===== config.mk =====
export PLATFORM = sky130hd
export DESIGN_NAME = op_mode_controller
export DESIGN_NICKNAME = d
export VERILOG_FILES = /design/src/op_mode_pkg.sv /design/src/op_mode_controller.sv
export SDC_FILE = /design/constraint.sdc
export NUM_CORES = 1
export LEC_CHECK = 0
export BUFFER_PORTS_ARGS = -buffer_cell sky130_fd_sc_hd__buf_4
export CELL_PAD_IN_SITES_DETAIL_PLACEMENT = 0
export CELL_PAD_IN_SITES_GLOBAL_PLACEMENT = 1
export CORE_MARGIN = 4
export CORE_UTILIZATION = 43
export DETAILED_ROUTE_END_ITERATION = 12
export MAX_ROUTING_LAYER = met4
export PLACE_DENSITY = 0.91
export SLEW_MARGIN = 10
export SYNTH_ARGS = -nofsm -noshare
export SYNTH_HDL_FRONTEND = slang
export SYNTH_SLANG_ARGS = --single-unit

===== constraint.sdc =====
create_clock -name aclk -period 3.7 [get_ports aclk]
set_input_delay 0 -clock aclk [delete_from_list [all_inputs] [get_ports aclk]]
set_output_delay 0 -clock aclk [all_outputs]
set_load 0.005 [all_outputs]

===== src/op_mode_pkg.sv =====
// Purpose: Shared constants for the operation-mode controller
// Assumes: 32-bit AXI4-Lite register bus, 200 MHz aclk
// Notes: All offsets are byte addresses
package op_mode_pkg;
    localparam int CLK_MHZ = 200;
    // Mode-transition latency, in ns
    localparam int TRANS_NS = 1000;
    localparam int TRANS_CYC = (TRANS_NS * CLK_MHZ + 999) / 1000;
    localparam logic [7:0] OFS_CHAN_ON = 8'h00;
    localparam logic [7:0] OFS_HARDWARE_CONTROL_REG = 8'h04;
    localparam logic [7:0] OFS_MAP0 = 8'h08;
    localparam logic [7:0] OFS_MAP1 = 8'h0c;
    localparam logic [7:0] OFS_STATUS = 8'h10;
    localparam logic [7:0] OFS_ERR = 8'h14;
    localparam logic [7:0] OFS_DIAG = 8'h18;
    localparam int KEEP_ACTIVE_BIT_BIT = 0;
    localparam int SOFT_RESET_BIT_BIT = 1;
    localparam int ST_MODE_LSB = 0;
    localparam int ST_TER_BIT = 2;
    localparam int ST_UV_BIT = 3;
    localparam int ST_LOP_BIT = 4;
    localparam int DIAG_OL_LSB = 16;
    localparam logic [1:0] MODE_IDLE = 2'b00;
    localparam logic [1:0] MODE_LIMP = 2'b01;
    localparam logic [1:0] MODE_ACTIVE = 2'b10;
    localparam logic [7:0] CHAN_ON_RST = 8'h00;
    localparam logic [1:0] SOFT_RESET_BIT = 2'h0;
    localparam logic [7:0] MAP_RST = 8'h00;
    localparam int LIMP_CH0 = 2;
    localparam logic [1:0] RESP_OKAY = 2'b00;
    localparam logic [1:0] RESP_SLVERR = 2'b10;
    typedef enum logic [1:0] {
        SLEEP,
        IDLE,
        ACTIVE,
        LIMP
    } op_mode_e;
endpackage : op_mode_pkg


===== src/op_mode_controller.sv =====
// Purpose: Operation-mode state machine of a relay driver, AXI4-Lite regs
// Assumes: Supply comparators and pins arrive asynchronously
// Notes: Channel stages and analog thresholds live outside this block
`timescale 1ns/1ps
// Overview of operation
// - Four modes only: sleep, idle, active and limp home.
// - Mode follows idle pin, input pins, channel-on bits, keep-active bit.
// - Sleep holds all channels off and all registers at reset.
// - A turn-on request outside active goes active or limp per idle pin.
// - Power-up needs a supply and an input or the idle pin high.
// - Power-on asserts on analog supply operative or logic supply above LOP.
// - Idle keeps channels off, diagnosis disabled, regulator running.
// - Idle with logic supply keeps registers working and accepts transfers.
// - Idle keeps channel error bits except on logic undervoltage or a host clear.
// - Active entered with idle high and any input or channel-on bit set.
// - Keep-active clear: back to idle once inputs and on bits are zero.
// - Keep-active set: stay active regardless of inputs and on bits.
// - Logic-supply undervoltage with all inputs low drops to idle.
// - A high input forces active even with both input maps zero.
// - Idle low and an input high enters limp, driving its channel.
// - Limp home ignores register writes but still answers reads.
// - Limp entry sets both supply flags and mode field to 01.
// - Transmission error reads 1 on first command after limp entry.
// - Limp clears open-load-off bits, keeps errors and monitor, others default.
// - Limp allows only channels 2 and 3, subject to supply.
// - Turn-on waits for the mode-transition latency from sleep or idle.
// - Registers reset on logic supply loss, idle low or soft reset.
// - Supply flags clear on a status read after recovery or on a soft reset.
module op_mode_controller
    import op_mode_pkg::*;
#(
    parameter int NUM_CH = 8
) (
    input wire logic aclk,
    input wire logic aresetn,
    input wire logic idle_pin,
    input wire logic [1:0] direct_input_pins,
    input wire logic vs_present,
    input wire logic vs_above_uv,
    input wire logic vs_above_op,
    input wire logic vdd_present,
    input wire logic vdd_above_uv,
    input wire logic vdd_above_lop,
    input wire logic [NUM_CH-1:0] chan_err_evt,
    input wire logic [NUM_CH-1:0] osm_status,
    input wire logic [NUM_CH-1:0] open_load_off_in,
    input wire logic frame_error_evt,
    output logic [NUM_CH-1:0] chan_out,
    output logic [1:0] mode_out,
    output logic diag_enable,
    output logic regulator_on,
    output logic write_allowed,
    input wire logic [7:0] s_axi_awaddr,
    input wire logic s_axi_awvalid,
    output logic s_axi_awready,
    input wire logic [31:0] s_axi_wdata,
    input wire logic [3:0] s_axi_wstrb,
    input wire logic s_axi_wvalid,
    output logic s_axi_wready,
    output logic [1:0] s_axi_bresp,
    output logic s_axi_bvalid,
    input wire logic s_axi_bready,
    input wire logic [7:0] s_axi_araddr,
    input wire logic s_axi_arvalid,
    output logic s_axi_arready,
    output logic [31:0] s_axi_rdata,
    output logic [1:0] s_axi_rresp,
    output logic s_axi_rvalid,
    input wire logic s_axi_rready
);
    localparam int NS = 9;
    localparam logic [15:0] TRANS_LD = 16'(TRANS_CYC);

    // Pin synchronisers: three stages, a change counts when 2 and 3 agree
    logic [NS-1:0] raw;
    logic [NS-1:0] s1_r, s2_r, s3_r, pin_r;
    logic [NS-1:0] s1_nxt, s2_nxt, s3_nxt, pin_nxt;
    assign raw = {vdd_above_lop, vdd_above_uv, vdd_present, vs_above_op,
                  vs_above_uv, vs_present, direct_input_pins, idle_pin};
    always_comb begin
        s1_nxt = raw;
        s2_nxt = s1_r;
        s3_nxt = s2_r;
        pin_nxt = pin_r;
        for (int i = 0; i < NS; i++) begin
            if (s2_r[i] == s3_r[i]) begin
                pin_nxt[i] = s3_r[i];
            end
        end
    end
    always_ff @(posedge aclk) begin
        if (!aresetn) begin
            s1_r <= '0;
            s2_r <= '0;
            s3_r <= '0;
            pin_r <= '0;
        end else begin
            s1_r <= s1_nxt;
            s2_r <= s2_nxt;
            s3_r <= s3_nxt;
            pin_r <= pin_nxt;
        end
    end

    logic idle_s, vs_ok_s, vs_uv_ok_s, vs_op_s, vdd_s, vdd_uv_ok_s, vdd_lop_s;
    logic [1:0] in_s;
    logic any_in, power_on;
    assign idle_s = pin_r[0];
    assign in_s = pin_r[2:1];
    assign vs_ok_s = pin_r[3];
    assign vs_uv_ok_s = pin_r[4];
    assign vs_op_s = pin_r[5];
    assign vdd_s = pin_r[6];
    assign vdd_uv_ok_s = pin_r[7];
    assign vdd_lop_s = pin_r[8];
    assign any_in = |in_s;
    // A supply must be up and something must be asking for the device
    assign power_on = (vs_ok_s | vdd_s) & (vs_op_s | vdd_lop_s)
                      & (any_in | idle_s);

    // Register state declared here; mode logic reads it
    logic [NUM_CH-1:0] on_r, on_nxt;
    logic [1:0] hardware_control_reg_r, hardware_control_reg_nxt;
    logic [NUM_CH-1:0] map0_r, map0_nxt, map1_r, map1_nxt;
    logic [NUM_CH-1:0] err_r, err_nxt, ol_r, ol_nxt;
    logic ter_r, ter_nxt, uv_r, uv_nxt, lop_r, lop_nxt;

    // Mode machine
    op_mode_e mode_r, mode_nxt;
    logic [15:0] settle_r, settle_nxt;
    logic [NUM_CH-1:0] chan_r, chan_nxt;
    logic [NUM_CH-1:0] mapped;
    logic limp_entry;
    always_comb begin
        mode_nxt = IDLE;
        if (!power_on) begin
            mode_nxt = SLEEP;
        end else if (!idle_s) begin
            mode_nxt = any_in ? LIMP : SLEEP;
        end else if (!vdd_uv_ok_s && !any_in) begin
            mode_nxt = IDLE;
        end else if (mode_r == ACTIVE && hardware_control_reg_r[KEEP_ACTIVE_BIT_BIT]) begin
            mode_nxt = ACTIVE;
        end else if (any_in || (|on_r)) begin
            mode_nxt = ACTIVE;
        end else begin
            mode_nxt = IDLE;
        end
        settle_nxt = settle_r;
        if ((mode_nxt == ACTIVE || mode_nxt == LIMP)
            && (mode_r == SLEEP || mode_r == IDLE)) begin
            settle_nxt = TRANS_LD;
        end else if (settle_r != 16'h0000) begin
            settle_nxt = settle_r - 16'h0001;
        end
        // Each input drives only the channels set in its map
        mapped = (in_s[0] ? map0_r : '0) | (in_s[1] ? map1_r : '0);
        chan_nxt = '0;
        if (settle_r == 16'h0000 && vs_uv_ok_s && mode_nxt == mode_r) begin
            if (mode_r == ACTIVE) begin
                chan_nxt = mapped | (vdd_uv_ok_s ? on_r : '0);
            end else if (mode_r == LIMP) begin
                for (int i = 0; i < 2; i++) begin
                    chan_nxt[LIMP_CH0 + i] = in_s[i];
                end
            end
        end
    end
    always_ff @(posedge aclk) begin
        if (!aresetn) begin
            mode_r <= SLEEP;
            settle_r <= 16'h0000;
            chan_r <= '0;
        end else begin
            mode_r <= mode_nxt;
            settle_r <= settle_nxt;
            chan_r <= chan_nxt;
        end
    end
    assign limp_entry = (mode_nxt == LIMP) && (mode_r != LIMP);
    assign chan_out = chan_r;
    assign diag_enable = (mode_r == ACTIVE) || (mode_r == LIMP);
    assign regulator_on = (mode_r != SLEEP);
    assign write_allowed = (mode_r == ACTIVE || mode_r == IDLE)
                           && vdd_uv_ok_s;
    assign mode_out = (mode_r == LIMP) ? MODE_LIMP :
                      (mode_r == ACTIVE) ? MODE_ACTIVE : MODE_IDLE;

    // AXI4-Lite slave: address and data held until both are in
    logic aw_full_r, aw_full_nxt, w_full_r, w_full_nxt;
    logic [7:0] awaddr_r, awaddr_nxt;
    logic [31:0] wdata_r, wdata_nxt;
    logic wlane_r, wlane_nxt;
    logic bvalid_r, bvalid_nxt, rvalid_r, rvalid_nxt;
    logic [1:0] bresp_r, bresp_nxt, rresp_r, rresp_nxt;
    logic [31:0] rdata_r, rdata_nxt, rd_mux;
    logic wr_fire, rd_fire, wr_hit, rd_hit, stat_read, soft_rst;
    assign s_axi_awready = !aw_full_r && !bvalid_r;
    assign s_axi_wready = !w_full_r && !bvalid_r;
    assign s_axi_arready = !rvalid_r;
    assign wr_fire = aw_full_r && w_full_r && !bvalid_r;
    assign rd_fire = s_axi_arvalid && !rvalid_r;
    assign wr_hit = (awaddr_r <= OFS_DIAG) && (awaddr_r[1:0] == 2'b00);
    assign rd_hit = (s_axi_araddr <= OFS_DIAG)
                    && (s_axi_araddr[1:0] == 2'b00);
    assign stat_read = rd_fire && (s_axi_araddr == OFS_STATUS);
    always_comb begin
        rd_mux = 32'h0000_0000;
        unique case (s_axi_araddr)
            OFS_CHAN_ON: rd_mux[NUM_CH-1:0] = on_r;
            OFS_HARDWARE_CONTROL_REG: rd_mux[1:0] = hardware_control_reg_r;
            OFS_MAP0: rd_mux[NUM_CH-1:0] = map0_r;
            OFS_MAP1: rd_mux[NUM_CH-1:0] = map1_r;
            OFS_STATUS: begin
                rd_mux[ST_MODE_LSB +: 2] = mode_out;
                rd_mux[ST_TER_BIT] = ter_r;
                rd_mux[ST_UV_BIT] = uv_r;
                rd_mux[ST_LOP_BIT] = lop_r;
            end
            OFS_ERR: rd_mux[NUM_CH-1:0] = err_r;
            OFS_DIAG: begin
                rd_mux[NUM_CH-1:0] = osm_status;
                rd_mux[DIAG_OL_LSB +: NUM_CH] = ol_r;
            end
            default: rd_mux = 32'h0000_0000;
        endcase
    end
    always_comb begin
        aw_full_nxt = aw_full_r;
        w_full_nxt = w_full_r;
        awaddr_nxt = awaddr_r;
        wdata_nxt = wdata_r;
        wlane_nxt = wlane_r;
        bvalid_nxt = bvalid_r;
        bresp_nxt = bresp_r;
        rvalid_nxt = rvalid_r;
        rresp_nxt = rresp_r;
        rdata_nxt = rdata_r;
        if (s_axi_awvalid && s_axi_awready) begin
            aw_full_nxt = 1'b1;
            awaddr_nxt = s_axi_awaddr;
        end
        if (s_axi_wvalid && s_axi_wready) begin
            w_full_nxt = 1'b1;
            wdata_nxt = s_axi_wdata;
            wlane_nxt = s_axi_wstrb[0];
        end
        if (wr_fire) begin
            aw_full_nxt = 1'b0;
            w_full_nxt = 1'b0;
            bvalid_nxt = 1'b1;
            // Mode-refused writes still answer OKAY so the host never stalls
            bresp_nxt = wr_hit ? RESP_OKAY : RESP_SLVERR;
        end else if (bvalid_r && s_axi_bready) begin
            bvalid_nxt = 1'b0;
        end
        if (rd_fire) begin
            rvalid_nxt = 1'b1;
            rdata_nxt = rd_mux;
            rresp_nxt = rd_hit ? RESP_OKAY : RESP_SLVERR;
        end else if (rvalid_r && s_axi_rready) begin
            rvalid_nxt = 1'b0;
        end
    end
    always_ff @(posedge aclk) begin
        if (!aresetn) begin
            aw_full_r <= 1'b0;
            w_full_r <= 1'b0;
            awaddr_r <= 8'h00;
            wdata_r <= 32'h0000_0000;
            wlane_r <= 1'b0;
            bvalid_r <= 1'b0;
            bresp_r <= RESP_OKAY;
            rvalid_r <= 1'b0;
            rresp_r <= RESP_OKAY;
            rdata_r <= 32'h0000_0000;
        end else begin
            aw_full_r <= aw_full_nxt;
            w_full_r <= w_full_nxt;
            awaddr_r <= awaddr_nxt;
            wdata_r <= wdata_nxt;
            wlane_r <= wlane_nxt;
            bvalid_r <= bvalid_nxt;
            bresp_r <= bresp_nxt;
            rvalid_r <= rvalid_nxt;
            rresp_r <= rresp_nxt;
            rdata_r <= rdata_nxt;
        end
    end
    assign s_axi_bvalid = bvalid_r;
    assign s_axi_bresp = bresp_r;
    assign s_axi_rvalid = rvalid_r;
    assign s_axi_rresp = rresp_r;
    assign s_axi_rdata = rdata_r;

    // Register file
    logic wr_ok, full_clr, cfg_clr;
    assign wr_ok = wr_fire && wlane_r && write_allowed;
    assign soft_rst = wr_ok && (awaddr_r == OFS_HARDWARE_CONTROL_REG)
                      && wdata_r[SOFT_RESET_BIT_BIT];
    // Loss of logic supply wipes everything, error bits included
    assign full_clr = (mode_nxt == SLEEP) || !vdd_uv_ok_s;
    assign cfg_clr = full_clr || soft_rst || !idle_s
                     || (mode_r == LIMP);
    always_comb begin
        on_nxt = on_r;
        hardware_control_reg_nxt = hardware_control_reg_r;
        map0_nxt = map0_r;
        map1_nxt = map1_r;
        err_nxt = err_r;
        ol_nxt = ol_r;
        ter_nxt = ter_r;
        uv_nxt = uv_r;
        lop_nxt = lop_r;
        if (wr_ok) begin
            unique case (awaddr_r)
                OFS_CHAN_ON: on_nxt = wdata_r[NUM_CH-1:0];
                OFS_HARDWARE_CONTROL_REG: hardware_control_reg_nxt[KEEP_ACTIVE_BIT_BIT] = wdata_r[KEEP_ACTIVE_BIT_BIT];
                OFS_MAP0: map0_nxt = wdata_r[NUM_CH-1:0];
                OFS_MAP1: map1_nxt = wdata_r[NUM_CH-1:0];
                OFS_ERR: err_nxt = err_r & ~wdata_r[NUM_CH-1:0];
                default: ;
            endcase
        end
        // Read and soft-reset clears first, then events so a set in the same cycle wins; a full clear comes last
        if (stat_read) begin
            ter_nxt = 1'b0;
            if (vs_op_s) begin
                uv_nxt = 1'b0;
            end
            if (vdd_lop_s) begin
                lop_nxt = 1'b0;
            end
        end
        if (cfg_clr) begin
            on_nxt = CHAN_ON_RST;
            hardware_control_reg_nxt = SOFT_RESET_BIT;
            map0_nxt = MAP_RST;
            map1_nxt = MAP_RST;
        end
        if (soft_rst) begin
            uv_nxt = 1'b0;
            lop_nxt = 1'b0;
        end
        if (diag_enable) begin
            err_nxt = err_nxt | chan_err_evt;
            ol_nxt = (mode_r == LIMP) ? '0 : open_load_off_in;
        end
        if (mode_r != SLEEP && !vs_uv_ok_s) begin
            uv_nxt = 1'b1;
        end
        if (vdd_uv_ok_s && !vdd_lop_s) begin
            lop_nxt = 1'b1;
        end
        if (frame_error_evt) begin
            ter_nxt = 1'b1;
        end
        if (limp_entry) begin
            uv_nxt = 1'b1;
            lop_nxt = 1'b1;
            ter_nxt = 1'b1;
        end
        if (full_clr) begin
            err_nxt = '0;
            ol_nxt = '0;
            ter_nxt = 1'b0;
            uv_nxt = 1'b0;
            lop_nxt = 1'b0;
        end
    end
    always_ff @(posedge aclk) begin
        if (!aresetn) begin
            on_r <= CHAN_ON_RST;
            hardware_control_reg_r <= SOFT_RESET_BIT;
            map0_r <= MAP_RST;
            map1_r <= MAP_RST;
            err_r <= '0;
            ol_r <= '0;
            ter_r <= 1'b0;
            uv_r <= 1'b0;
            lop_r <= 1'b0;
        end else begin
            on_r <= on_nxt;
            hardware_control_reg_r <= hardware_control_reg_nxt;
            map0_r <= map0_nxt;
            map1_r <= map1_nxt;
            err_r <= err_nxt;
            ol_r <= ol_nxt;
            ter_r <= ter_nxt;
            uv_r <= uv_nxt;
            lop_r <= lop_nxt;
        end
    end
endmodule : op_mode_controller


; After elaboration in Yosys (flattened, before gate mapping)
; Cells that the tools add are included.
[classes]
reduce_logical = 74
magnitude_cmp = 2
eq_ne = 26
bitwise = 11
muxes = 42
addsub = 1
[op_table]
columns = operator, n
row1 = $mux 8, 10
row2 = $eq 8x4->1 const B, 4
row3 = $eq 8x5->1 const B, 4
row4 = $logic_and 1x1->1, 25
row5 = $mux 2, 12
row6 = $or 8x8->8, 3
row7 = $pmux 3 s6, 1
row8 = $mux 1, 17
row9 = $eq 8x3->1 const B, 2
row10 = $le 8x5->1 const B, 2
row11 = $logic_not 16->1, 1
row12 = $logic_not 8->1, 2
row13 = $reduce_bool 16->1, 1
row14 = $reduce_bool 4->1, 4
row15 = $sub 16x1->16 const B, 1
row16 = $pmux 3 s5, 1
row17 = $pmux 2 s7, 1
row18 = $reduce_and 2->1, 7
row19 = $reduce_or 2->1, 5
row20 = $eq 1x1->1, 9
row21 = $logic_not 1->1, 9
row22 = $logic_or 1x1->1, 9
row23 = $and 8x8->8, 1
row24 = $eq 2x2->1 const B, 4
row25 = other kinds (12), 21
[word_totals]
inputBits = 93
elab_cells = 192
regBits = 147
out_inout_bits = 54

; Depth between registers and ports, before layout
; Gate-level depths: netlist (run 1).
[logic_depth]
word_depth = 13
ltp_mapped = 9
ltp_nobuf = 7

; Least setup slack after synthesis (run 1)
; No wires, ideal clock.
[synth_path]
path_type = reg2reg
startpoint = register awaddr_r[1]
endpoint = register on_r[0]
period_less_slack_ps = 2245
t_required_ps = 3580
setup_ps = 120
n_path_buf = 2
t_arrival_ps = 2126
setup_slack_ps = 1455
path_stages_with_launch = 8
path_cell_list = dfxtp_1 > or4_4 > or4_4 > buf_6 > or4_4 > buf_6 > nand2_1 > a21oi_1
[synth_between]
elab_chain_len = 7
word_cells_on_any_way = 9
cone_classes = eq/ne: 1 / reduce/logical: 8
[synth_lines]
columns = element, line_no
row1 = "start, declared", op_mode_controller.sv:191  ; logic [7:0] awaddr_r, awaddr_nxt;
row2 = "start signal, assigned", op_mode_controller.sv:280  ; awaddr_r <= awaddr_nxt;
row3 = $eq 8x3->1, op_mode_controller.sv:299  ; assign soft_rst = wr_ok && (awaddr_r == OFS_HARDWARE_CONTROL_REG)
row4 = $logic_and 1x1->1, op_mode_controller.sv:299
row5 = $logic_and 1x1->1, op_mode_controller.sv:300  ; && wdata_r[SOFT_RESET_BIT_BIT];
row6 = $logic_or 1x1->1 (2 in a row), op_mode_controller.sv:303  ; assign cfg_clr = full_clr || soft_rst || !idle_s
row7 = $logic_or 1x1->1, op_mode_controller.sv:304  ; || (mode_r == LIMP);
row8 = $reduce_or 2->1 (no line), --
row9 = "end signal, assigned", op_mode_controller.sv:383  ; on_r <= on_nxt;
row10 = "end, declared", op_mode_controller.sv:122  ; logic [NUM_CH-1:0] on_r, on_nxt;
; Parallel ways exist; a longest one is shown, timed or not.
; A chain may end at the register's enable or synchronous reset.

; Final worst setup path (run 1)
[layout_path]
startpoint = register mode_r[1]
endpoint = register map0_r[3]
[layout_between]
elab_chain_len = 12
word_cells_on_any_way = 20
cone_classes = eq/ne: 3 / mux: 4 / reduce/logical: 13
[layout_lines]
columns = element, line_no
row1 = "start, declared", op_mode_controller.sv:129  ; op_mode_e mode_r, mode_nxt;
row2 = "start signal, assigned", op_mode_controller.sv:175  ; mode_r <= mode_nxt;
row3 = $eq 2x2->1, "op_mode_controller.sv:142, op_mode_controller.sv:184"
row4 = $logic_and 1x1->1, op_mode_controller.sv:142  ; end else if (mode_r == ACTIVE && hardware_control_reg_r[KEEP_ACTIVE_BIT_BIT]) begin
row5 = $mux 2, op_mode_controller.sv:142
row6 = $mux 2, op_mode_controller.sv:140  ; end else if (!vdd_uv_ok_s && !any_in) begin
row7 = $mux 2, op_mode_controller.sv:138  ; end else if (!idle_s) begin
row8 = $mux 2, op_mode_controller.sv:136  ; if (!power_on) begin
row9 = $logic_not 2->1, op_mode_controller.sv:302  ; assign full_clr = (mode_nxt == SLEEP) || !vdd_uv_ok_s;
row10 = $logic_or 1x1->1, op_mode_controller.sv:302
row11 = $logic_or 1x1->1 (2 in a row), op_mode_controller.sv:303
row12 = $logic_or 1x1->1, op_mode_controller.sv:304
row13 = $reduce_or 2->1 (no line), --
row14 = "end signal, assigned", op_mode_controller.sv:385  ; map0_r <= map0_nxt;
row15 = "end, declared", op_mode_controller.sv:124  ; logic [NUM_CH-1:0] map0_r, map0_nxt, map1_r, map1_nxt;
; Parallel ways exist; a longest one is shown, timed or not.

==> results of run 1 <==
==> registers in the layout, indices dropped and copies added, names as in the netlist, 2 cells and up <==
| register | flops |
|---|---|
| awaddr_r | 8 |
| chan_out | 8 |
| err_r | 8 |
| map0_r | 8 |
| map1_r | 8 |
| mode_r | 2 |
| ol_r | 8 |
| on_r | 8 |
| pin_r | 9 |
| s1_r | 9 |
| s2_r | 9 |
| s3_r | 9 |
| s_axi_rdata | 16 |
| settle_r | 16 |
| wdata_r | 8 |
==> synthesized netlist by cell type, types with 7 or more instances <==
cell / instances
dfxtp_1: 145
nand2_1: 114
a21oi_1: 73
nor2_1: 59
and2_1: 31
clkbuf_1: 28
mux2i_1: 26
o21ai_0: 26
inv_1: 21
buf_4: 18
a22oi_1: 11
nand3_1: 10
nor3_1: 9
o211ai_1: 8
and3_1: 7
==> worst min-delay path, cell delays in order <==
cell      delay [ns]
buf_4           0.11
nand2_1         0.05
o211ai_1        0.08
nand3_1         0.09
a21oi_1         0.06
==> per-stage QoR <==
step                std cells  power [W]  util (%)  worst slack (ns)  cell area [µm²]
floorplan                 715    0.00231         -              1.45             6160
CTS                      1034    0.00424      57.9              1.02             8040
detailed placement        946    0.00250      49.6              1.04             6880
global route             1034    0.00443      57.9             0.868             8040
global placement          946    0.00247      49.6              1.11             6880
finish                   1034    0.00423      57.9              1.00             8040
==> metal layers <==
metal	vias up	GRT usage, %	share of wire [%]
li1	2675	-	-
met3	34	3.43	4.6
met4	0	7.76	2.6
met2	171	33.3	49
met5	-	-	0
met1	2586	24.6	44
==> worst max-delay path by stage <==
stage | to | start
after global placement | map0_r[7] | mode_r[1]
after floorplan | on_r[0] | awaddr_r[1]
final | map0_r[3] | mode_r[1]
after detailed placement | map0_r[1] | mode_r[1]
after global routing | map0_r[7] | mode_r[1]
after CTS | map0_r[7] | mode_r[1]
==> final cells by class <==
type / instances / area (µm²)
Fill cell: 1216 / 5840
Clock inverter: 15 / 169
Multi-Input combinational cell: 493 / 2880
Clock buffer: 17 / 425
Inverter: 22 / 82.6
Sequential cell: 145 / 2900
Timing Repair Buffer: 162 / 1360
Tap cell: 180 / 225
==> kinds of logic (layout without fill, tap and decap cells) <==
family	Yosys count	in the layout	share of synthesized area, %
simple gates	272	272	22.0
other cells	1	18	0.0615
xor+xnor	9	9	1.29
mux	31	31	5.37
buf+inv	77	216	6.30
fa+ha+maj	6	6	1.23
compound gates	157	157	16.1
flops	145	145	47.6
==> power groups by stage <==
stage                     Clock [W]  Combinational, W  Sequential (W)
after CTS                   0.00172          0.000766         0.00176
after global routing        0.00179          0.000865         0.00178
after floorplan                   0          0.000540         0.00177
final                       0.00170          0.000773         0.00176
after global placement            0          0.000687         0.00179
after detailed placement          0          0.000710         0.00179
==> what timing repair did <==
item / 4_1_cts / 5_1_grt
endpoints found under the setup margin: 0 / 0
hold buffers: 56 / 0
endpoints found under the hold margin: 64 / 0
==> results.md, run 1 <==
* Top delay family on crit path: simple AND/OR/NAND/NOR gates
* Total gr overflow at 0
* Clock Latency Late Sink at 0.42 ns
* Final Setup Violations at 0
* R2r startpoint: mode_r[1]
* Max Cap Viol at 0
* Port Buffer Count at 101
* TritonRoute pass-1 iters at 6
* Hold Path Class: in -> reg
* Area fraction of the dominant cell type after synthesis at 47.6%
* Worst endpoint data arrival time at 2.98 ns
* Synth unique cells at 58
* CP Cell Sequence: inv_1, ha_1, nand3_1, or4_4, nor4b_4, mux2i_1, nor2_1
* Die area at 16200 µm²
* Drt total wl at 15700 µm
* P_int at 0.00296 W
* Synthesized area at 6100 µm²
* Status: finished, final reports clean
* Largest net degree at the start of global routing at between 50 and 60
* Clock transition at path regs at 0.07 ns
* Fin Clk Skew at 0.0104 ns
* Kind of critical path: reg -> reg
* HP Start: osm_status[1]
* Setup TNS at 0 ns
* DR iter-0 viols at 428
* N_diodes at 0
* Wire per inst at 15.2 µm
* Initial antenna violation count at 0
* Post-synth EDFFs at 0
* Commonest cells after routing, fill and taps aside: dfxtp_1, nand2_1, buf_4
* I/O Pins at 147
* CTS Buf Count at 17
* Chip height at 127 µm
* CTS tree: yes
* Static leakage at between 3 and 4 nW
* Share of cells above drive strength 1 at a little under a fifth
* All-layer global routing usage at 20.1%
* Fin crit period at approximately 2.7 ns
* Die outline width at around 130 µm
* Worst min-delay path endpoint: s_axi_rdata[1]
* Worst path depth at 7
* Crit Path Max Fanout at 8
* First-pass GRT wire length at 25700 µm
* Post-CTS setup repair buffer count at 0
* Post-synth top area cell: dfxtp_1
* Final layout net count at 940
* Syn-to-layout area delta at 31.8%
* Routability cong. at 0.894
* Clk pwr share at 40.1%
* Reg2Reg Setup Slack at between 1 and 1.5 ns
* Slowest CP cell: nor4b_4
* Rows at 43
* Power per Cell Area at 526 nW/µm²
* Synth warn at 0
* Tcrit/Tclk final at 72.9%
* Final Max Tran Viols at 0
* Worst EP required at approximately 4.0 ns
* Crit Reg-Reg Endpoint: map0_r[3]
* Seq/Total Area, Yosys at 47.6%
* Max Fclk at 0.371 GHz
* Cell depth of the worst flop-to-flop path at 7
* Vias in the first global route at approximately 5400
* Part of the power in registers at 41.6%
* Initial Utilization at 43.9%
* Critical path endpoint category: flop
* Hold Crit Depth at 5
* Vias per cell at 5.29
* CTS sink cnt at 145
* Mapped Cells at between 600 and 700
* Synth Register Bits at 145
* Comb pwr share at 18.3%
* Antenna-violating nets left at 0
* Final hold vios at 0
* Post-Syn Area per Cell at 8.74 µm²
* Sum of net half-perimeters after detailed placement at 11200 µm
* Synth top area cells: dfxtp_1, nand2_1, a21oi_1
* Commonest non-fill, non-tap cell in the layout: dfxtp_1
* Slew @ Worst Pin at 0.756 ns
* Residual DRC count at 0
* H-tree lvl count at 4
* Resized cells post-CTS at 0
* Psw at approximately 0.0013 W
* Crit path largest cell delay at 0.64 ns
* Clock Tree Buf Depth at 2
* Final hold slack at between 0.01 and 0.015 ns
* Switch share at between 20 and 30%
* Core area at 13900 µm²
* Peak VDD IR at ~0.54 mV
* Clock root buffer: clkbuf_16
* Unrepaired setup endpoints after global routing: false
* CP bufs+invs at 1
* Setup crit start kind: flop
* Main flop type after synthesis: dfxtp_1
* Slew HR at 49.6%
* Total number of vias at ~5500
* Post-synth ARST share at 0%
(Power assumes the default switching activity.)
==> inputs of run 2 (changes only) <==
Settings changed: CORE_UTILIZATION 43 to 40, PLACE_DENSITY 0.91 to 0.86.
Clock period 3.7 ns to 2.5 ns, I/O delays scaled along.
==> run 2 against run 1 <==
Clock-buffer cell count rose by 4. Sequential power increased by 48%. Via count up 1.0%. Utilization down 2.5 points. Worst setup slack lost 0.84 ns. Critical path depth shrank 1. Wire length increased by 4.8%. Clock skew fell by 0.0052 ns. Clock power grew 52%.
==> results.md, run 2 (synthesis gave the netlist of run 1 again) <==
* DR iter-0 viols at around 430
* Setup TNS at 0 ns
* Unrepaired setup endpoints after global routing: false
* R2r startpoint: awaddr_r[1]
* I/O Pins at 147
* Utilization after layout at between 50% and 60%
* Slew HR at around 60%
* Residual DRC count at 0
* Rows at 44
* Fin crit period at 2.33 ns
* Clock Tree Buf Depth at 2
* All-layer global routing usage at 19.8%
* H-tree lvl count at 4
* Hold Crit Depth at 5
* Die area at 17300 µm²
* Sum of net half-perimeters after detailed placement at ~11000 µm
* Cell depth of the worst flop-to-flop path at 6
* CTS sink cnt at 145
* Critical path endpoint category: flop
* Clock root buffer: clkbuf_16
* Clock Latency Late Sink at 0.42 ns
* Peak VDD IR at 0.710 mV
* Antenna-violating nets left at 0
* Final layout net count at 950
* Status: finished, final reports clean
* Max Cap Viol at 0
* Tcrit/Tclk final at between 90% and 100%
* Crit Reg-Reg Endpoint: map0_r[7]
* Hold Path Class: in -> reg
* Static leakage at 3.20 nW
* Initial Utilization at 41.3%
* Max Fclk at 0.428 GHz
* Crit Path Max Fanout at 8
* Routability cong. at 0.889
* Cells after DPL at between 900 and 1000
* Total number of vias at 5521
* Commonest non-fill, non-tap cell in the layout: dfxtp_1
* Core area at about 15000 µm²
* Clock transition at path regs at 0.06 ns
* Drt total wl at around 16000 µm
* Chip height at about 130 µm
* Vias in the first global route at roughly 5500
* Syn-to-layout area delta at 34.0%
* Port Buffer Count at 101
* CTS Buf Count at 17
* Worst EP required at between 2 and 3 ns
* N_diodes at 0
* Commonest cells after routing, fill and taps aside: dfxtp_1, nand2_1, buf_4
* Worst min-delay path endpoint: s_axi_rdata[4]
* Power per Cell Area at ~780 nW/µm²
* CTS tree: yes
* Final Non-Filler Cells at 1046
* Setup crit start kind: flop
* HP Start: osm_status[4]
* Slew @ Worst Pin at 0.588 ns
* Fin Clk Skew at 0.00525 ns
* First-pass GRT wire length at between 20000 and 30000 µm
* Final Setup Violations at 0
* Final hold vios at 0
* Wire per inst at 15.7 µm
* Share of cells above drive strength 1 at 19.3%
* Final Max Tran Viols at 0
* Worst endpoint data arrival time at 2.65 ns
* Total gr overflow at 0
* Largest net degree at the start of global routing at 52
* Initial antenna violation count at 0
* Reg2Reg Setup Slack at 0.17 ns
* Die outline width at 131 µm
* Vias per cell at 5.28
* Kind of critical path: reg -> reg
* TritonRoute pass-1 iters at 5
## run 2: cell count changes in the layout (fill, tap and decap cells not counted), moves of 2 or more
cell / change
inv_6: -6
clkbuf_8: +3
inv_8: -2
buf_4: +7
buf_12: +2
clkinv_8: -2
inv_2: +2
bufinv_16: +2
inv_1: -2
clkinv_2: +2
## run 2: how the worst max path moves through the flow
stage / slack, ns / depth (start not counted) / endpoint / from
3_3_place_gp: 0.18 / 7 / uv_r / mode_r[0]
4_1_cts: 0.11 / 8 / map0_r[7] / mode_r[0]
6_report: 0.17 / 6 / map0_r[7] / awaddr_r[1]
5_1_grt: 0.01 / 8 / chan_out[3] / settle_r[0]
3_5_place_dp: 0.13 / 8 / map0_r[7] / mode_r[0]
2_1_floorplan: 0.25 / 7 / on_r[0] / awaddr_r[1]
## run 2: what timing repair did
action                                  in CTS  in global routing
gates resized for setup                      0                  5
endpoints found under the setup margin       0                  9
hold buffers                                57                  0
endpoints found under the hold margin       65                  0
buffers inserted                             0                  0
## run 2: metrics by stage
stage          total power (W)  hold slack (ns)  cell area, µm²  worst slack [ns]
6_report               0.00639           0.0125            8170             0.166
5_1_grt                0.00670           0.0854            8170            0.0109
4_1_cts                0.00641         0.000577            8150             0.114
3_5_place_dp           0.00375            0.211            6980             0.130
3_3_place_gp           0.00372            0.209            6980             0.175
2_1_floorplan          0.00341            0.127            6160             0.255
## run 2: report_power, final
group	switching [W]	total [W]	internal [W]
logic	0.000666	0.00121	0.000539
registers	0.000138	0.00260	0.00247
clock network	0.000943	0.00258	0.00164
total	0.00175	0.00639	0.00464
## run 2: per-layer routing
metal / track usage [%] / up-vias / part of all wire, %
li1: - / 2690 / -
met1: 23.2 / 2593 / 43
met2: 33.6 / 208 / 49
met3: 3.63 / 30 / 5.3
met4: 8.17 / 0 / 2.5
met5: - / - / 0
## run 2: critical path, stage by stage, from the launching register on
cell     delay (ns)
dfxtp_1        0.31
or4_4          0.53
or4_4          0.59
nor4b_4        0.36
buf_12         0.18
mux2i_1        0.19
nor2_1         0.06
## run 2: cell type report
cell class,instances,area [µm²]
multi-input cells,493,2900
well taps,184,230
flip-flops and latches,145,2900
clock buffers,21,470
clock inverters,9,133
repair buffers,172,1460
fillers,1347,6580
inverters,22,82.6
==> inputs of run 3 (changes only) <==
Settings changed: ABC_CLOCK_PERIOD_IN_PS from default to 2450.
Clock period 2.5 ns to 2.45 ns, I/O delays scaled along.
==> run 3 against run 2 <==
Utilization is 0.32 points higher. Sequential power is 2% higher. Via count is 0.47% higher. Clock skew is 0.0044 ns higher. Sequential share of layout area is 0.21 points lower. Clock-buffer cell count is 1 higher. Hold slack better by 0.049 ns. Maximum frequency is 0.45% higher. Cell area is 0.58% higher. Largest cell class unchanged. Highest routed layer unchanged.
==> results.md, run 3 (synthesis gave the netlist of run 1 again) <==
* H-tree lvl count at 4
* Vias in the first global route at ~5500
* Total power at 0.00665 W
* Wire per inst at between 15 and 20 µm
* All-layer global routing usage at about a fifth
* Part of the power in registers at 40.1%
* Share of cells above drive strength 1 at a little under a fifth
* Initial antenna violation count at 0
* Comb pwr share at 18.7%
* CP Cell Sequence: nor4_1, nand4_1, o211ai_1, nand2_1, a211oi_1
* Antenna-violating nets left at 0
* Vias per cell at 5.28
* Max Cap Viol at 0
* Slew @ Worst Pin at 0.559 ns
* Largest net degree at the start of global routing at 52
* Final hold vios at 0
* Commonest non-fill, non-tap cell in the layout: dfxtp_1
* Sum of net half-perimeters after detailed placement at approximately 11000 µm
* Hold Crit Depth at 5
* I/O Pins at 147
* Final Max Tran Viols at 0
* Clock root buffer: clkbuf_16
* N_diodes at 0
* Crit path largest cell delay at 0.51 ns
* Core area at 14800 µm²
* Crit Path Max Fanout at 13
* Clk pwr share at 41.3%
* Fin crit period at 2.32 ns
* Commonest cells after routing, fill and taps aside: dfxtp_1, buf_4, nand2_1
* Reg2Reg Setup Slack at 0.13 ns
* Die area at between 15000 and 20000 µm²
* Kind of critical path: reg -> reg
* Rows at 44
* TritonRoute pass-1 iters at 5
* Peak VDD IR at 0.956 mV
* Unrepaired setup endpoints after global routing: false
* Port Buffer Count at slightly above 100
* R2r startpoint: on_r[5]
* Final Setup Violations at 0
* Initial Utilization at 41.3%
* HP Start: osm_status[1]
* CTS sink cnt at about 150
* Setup TNS at 0 ns
* Critical path endpoint category: flop
* CTS Buf Count at 17
* Drt total wl at 16400 µm
* Syn-to-layout area delta at 34.8%
* Tcrit/Tclk final at 94.8%
* Die outline width at roughly 130 µm
* Slowest CP cell: nor4_1
* Clock Latency Late Sink at around 0.42 ns
* Hold Path Class: in -> reg
* Fin Clk Skew at 0.00966 ns
* Status: finished, final reports clean
* Crit Reg-Reg Endpoint: settle_r[1]
* Final layout net count at roughly 950
* Clock transition at path regs at 0.06 ns
* Total number of vias at 5547
* Max Fclk at 0.430 GHz
* Top delay family on crit path: simple AND/OR/NAND/NOR gates
* Worst EP required at roughly 2.8 ns
* Clock Tree Buf Depth at 2
* Static leakage at 3.23 nW
* Worst endpoint data arrival time at roughly 2.6 ns
* First-pass GRT wire length at 27100 µm
* Psw at around 0.0018 W
* P_int at 0.00485 W
* Worst min-delay path endpoint: s_axi_rdata[1]
* Setup crit start kind: flop
* Slew HR at between 60% and 70%
* Switch share at approximately 27%
* DR iter-0 viols at 444
* CP bufs+invs at 0
* Cell depth of the worst flop-to-flop path at 5
* Total gr overflow at 0
* CTS tree: yes
* Power per Cell Area at 809 nW/µm²
* Fillers at 1317
* Residual DRC count at 0
* Chip height at 131 µm
* Routability cong. at 0.898
-- run 3: area by class of cell --
cell class,instances,area [µm²],area share (%)
sequential,145,2900,35.3
timing repair buffer,176,1490,18.2
tap,184,230,2.80
clock buffer,22,474,5.77
inverter,22,82.6,1.00
multi-input combinational,493,2880,35.0
clock inverter,9,155,1.89
-- run 3: timing repair --
action                                  4_1_cts  5_1_grt
hold endpoints to repair                     67        0
gates resized for setup                       0        2
hold buffers                                 59        0
buffers inserted                              0        1
endpoints found under the setup margin        0       26
-- run 3: routing by layer --
layer  GRT usage, %  vias to the layer above  share of wire [%]
li1               -                     2699                  -
met1           23.4                     2616                 43
met2           31.9                      195                 49
met3           5.01                       37                5.7
met4           7.47                        0                2.3
met5              -                        -                  0
-- run 3: worst max-delay path by stage --
stage / slack [ns] / start / cells after the start / to
after floorplan: 0.20 / awaddr_r[1] / 7 / on_r[0]
after global placement: 0.13 / mode_r[0] / 7 / uv_r
after detailed placement: 0.06 / mode_r[0] / 8 / map0_r[7]
after CTS: 0.06 / mode_r[0] / 8 / map0_r[7]
after global routing: 0.01 / on_r[5] / 5 / settle_r[1]
final: 0.13 / on_r[5] / 5 / settle_r[1]
-- run 3: metrics by stage --
step	hold slack (ns)	area [µm²]	util, %	setup slack [ns]	instances
after floorplan	0.127	6160	-	0.205	715
after global placement	0.209	6990	47.4	0.134	960
after detailed placement	0.213	6990	47.4	0.0648	960
after CTS	0.0438	8210	55.6	0.0610	1050
after global routing	0.0860	8220	55.7	0.0103	1051
final	0.0616	8220	55.7	0.126	1051
-- run 3: power by group through the flow --
stage	Sequential, W	Combinational (W)	Clock (W)
finish	0.00266	0.00124	0.00274
global route	0.00268	0.00139	0.00289
CTS	0.00266	0.00123	0.00278
detailed placement	0.00271	0.00113	0
global placement	0.00270	0.00109	0
floorplan	0.00267	0.000815	0
-- run 3: worst reg2reg max path, stage by stage (launching register included) --
cell,delay [ns]
dfxtp_1,0.35
nor4_1,0.51
nand4_1,0.30
o211ai_1,0.31
nand2_1,0.41
a211oi_1,0.34
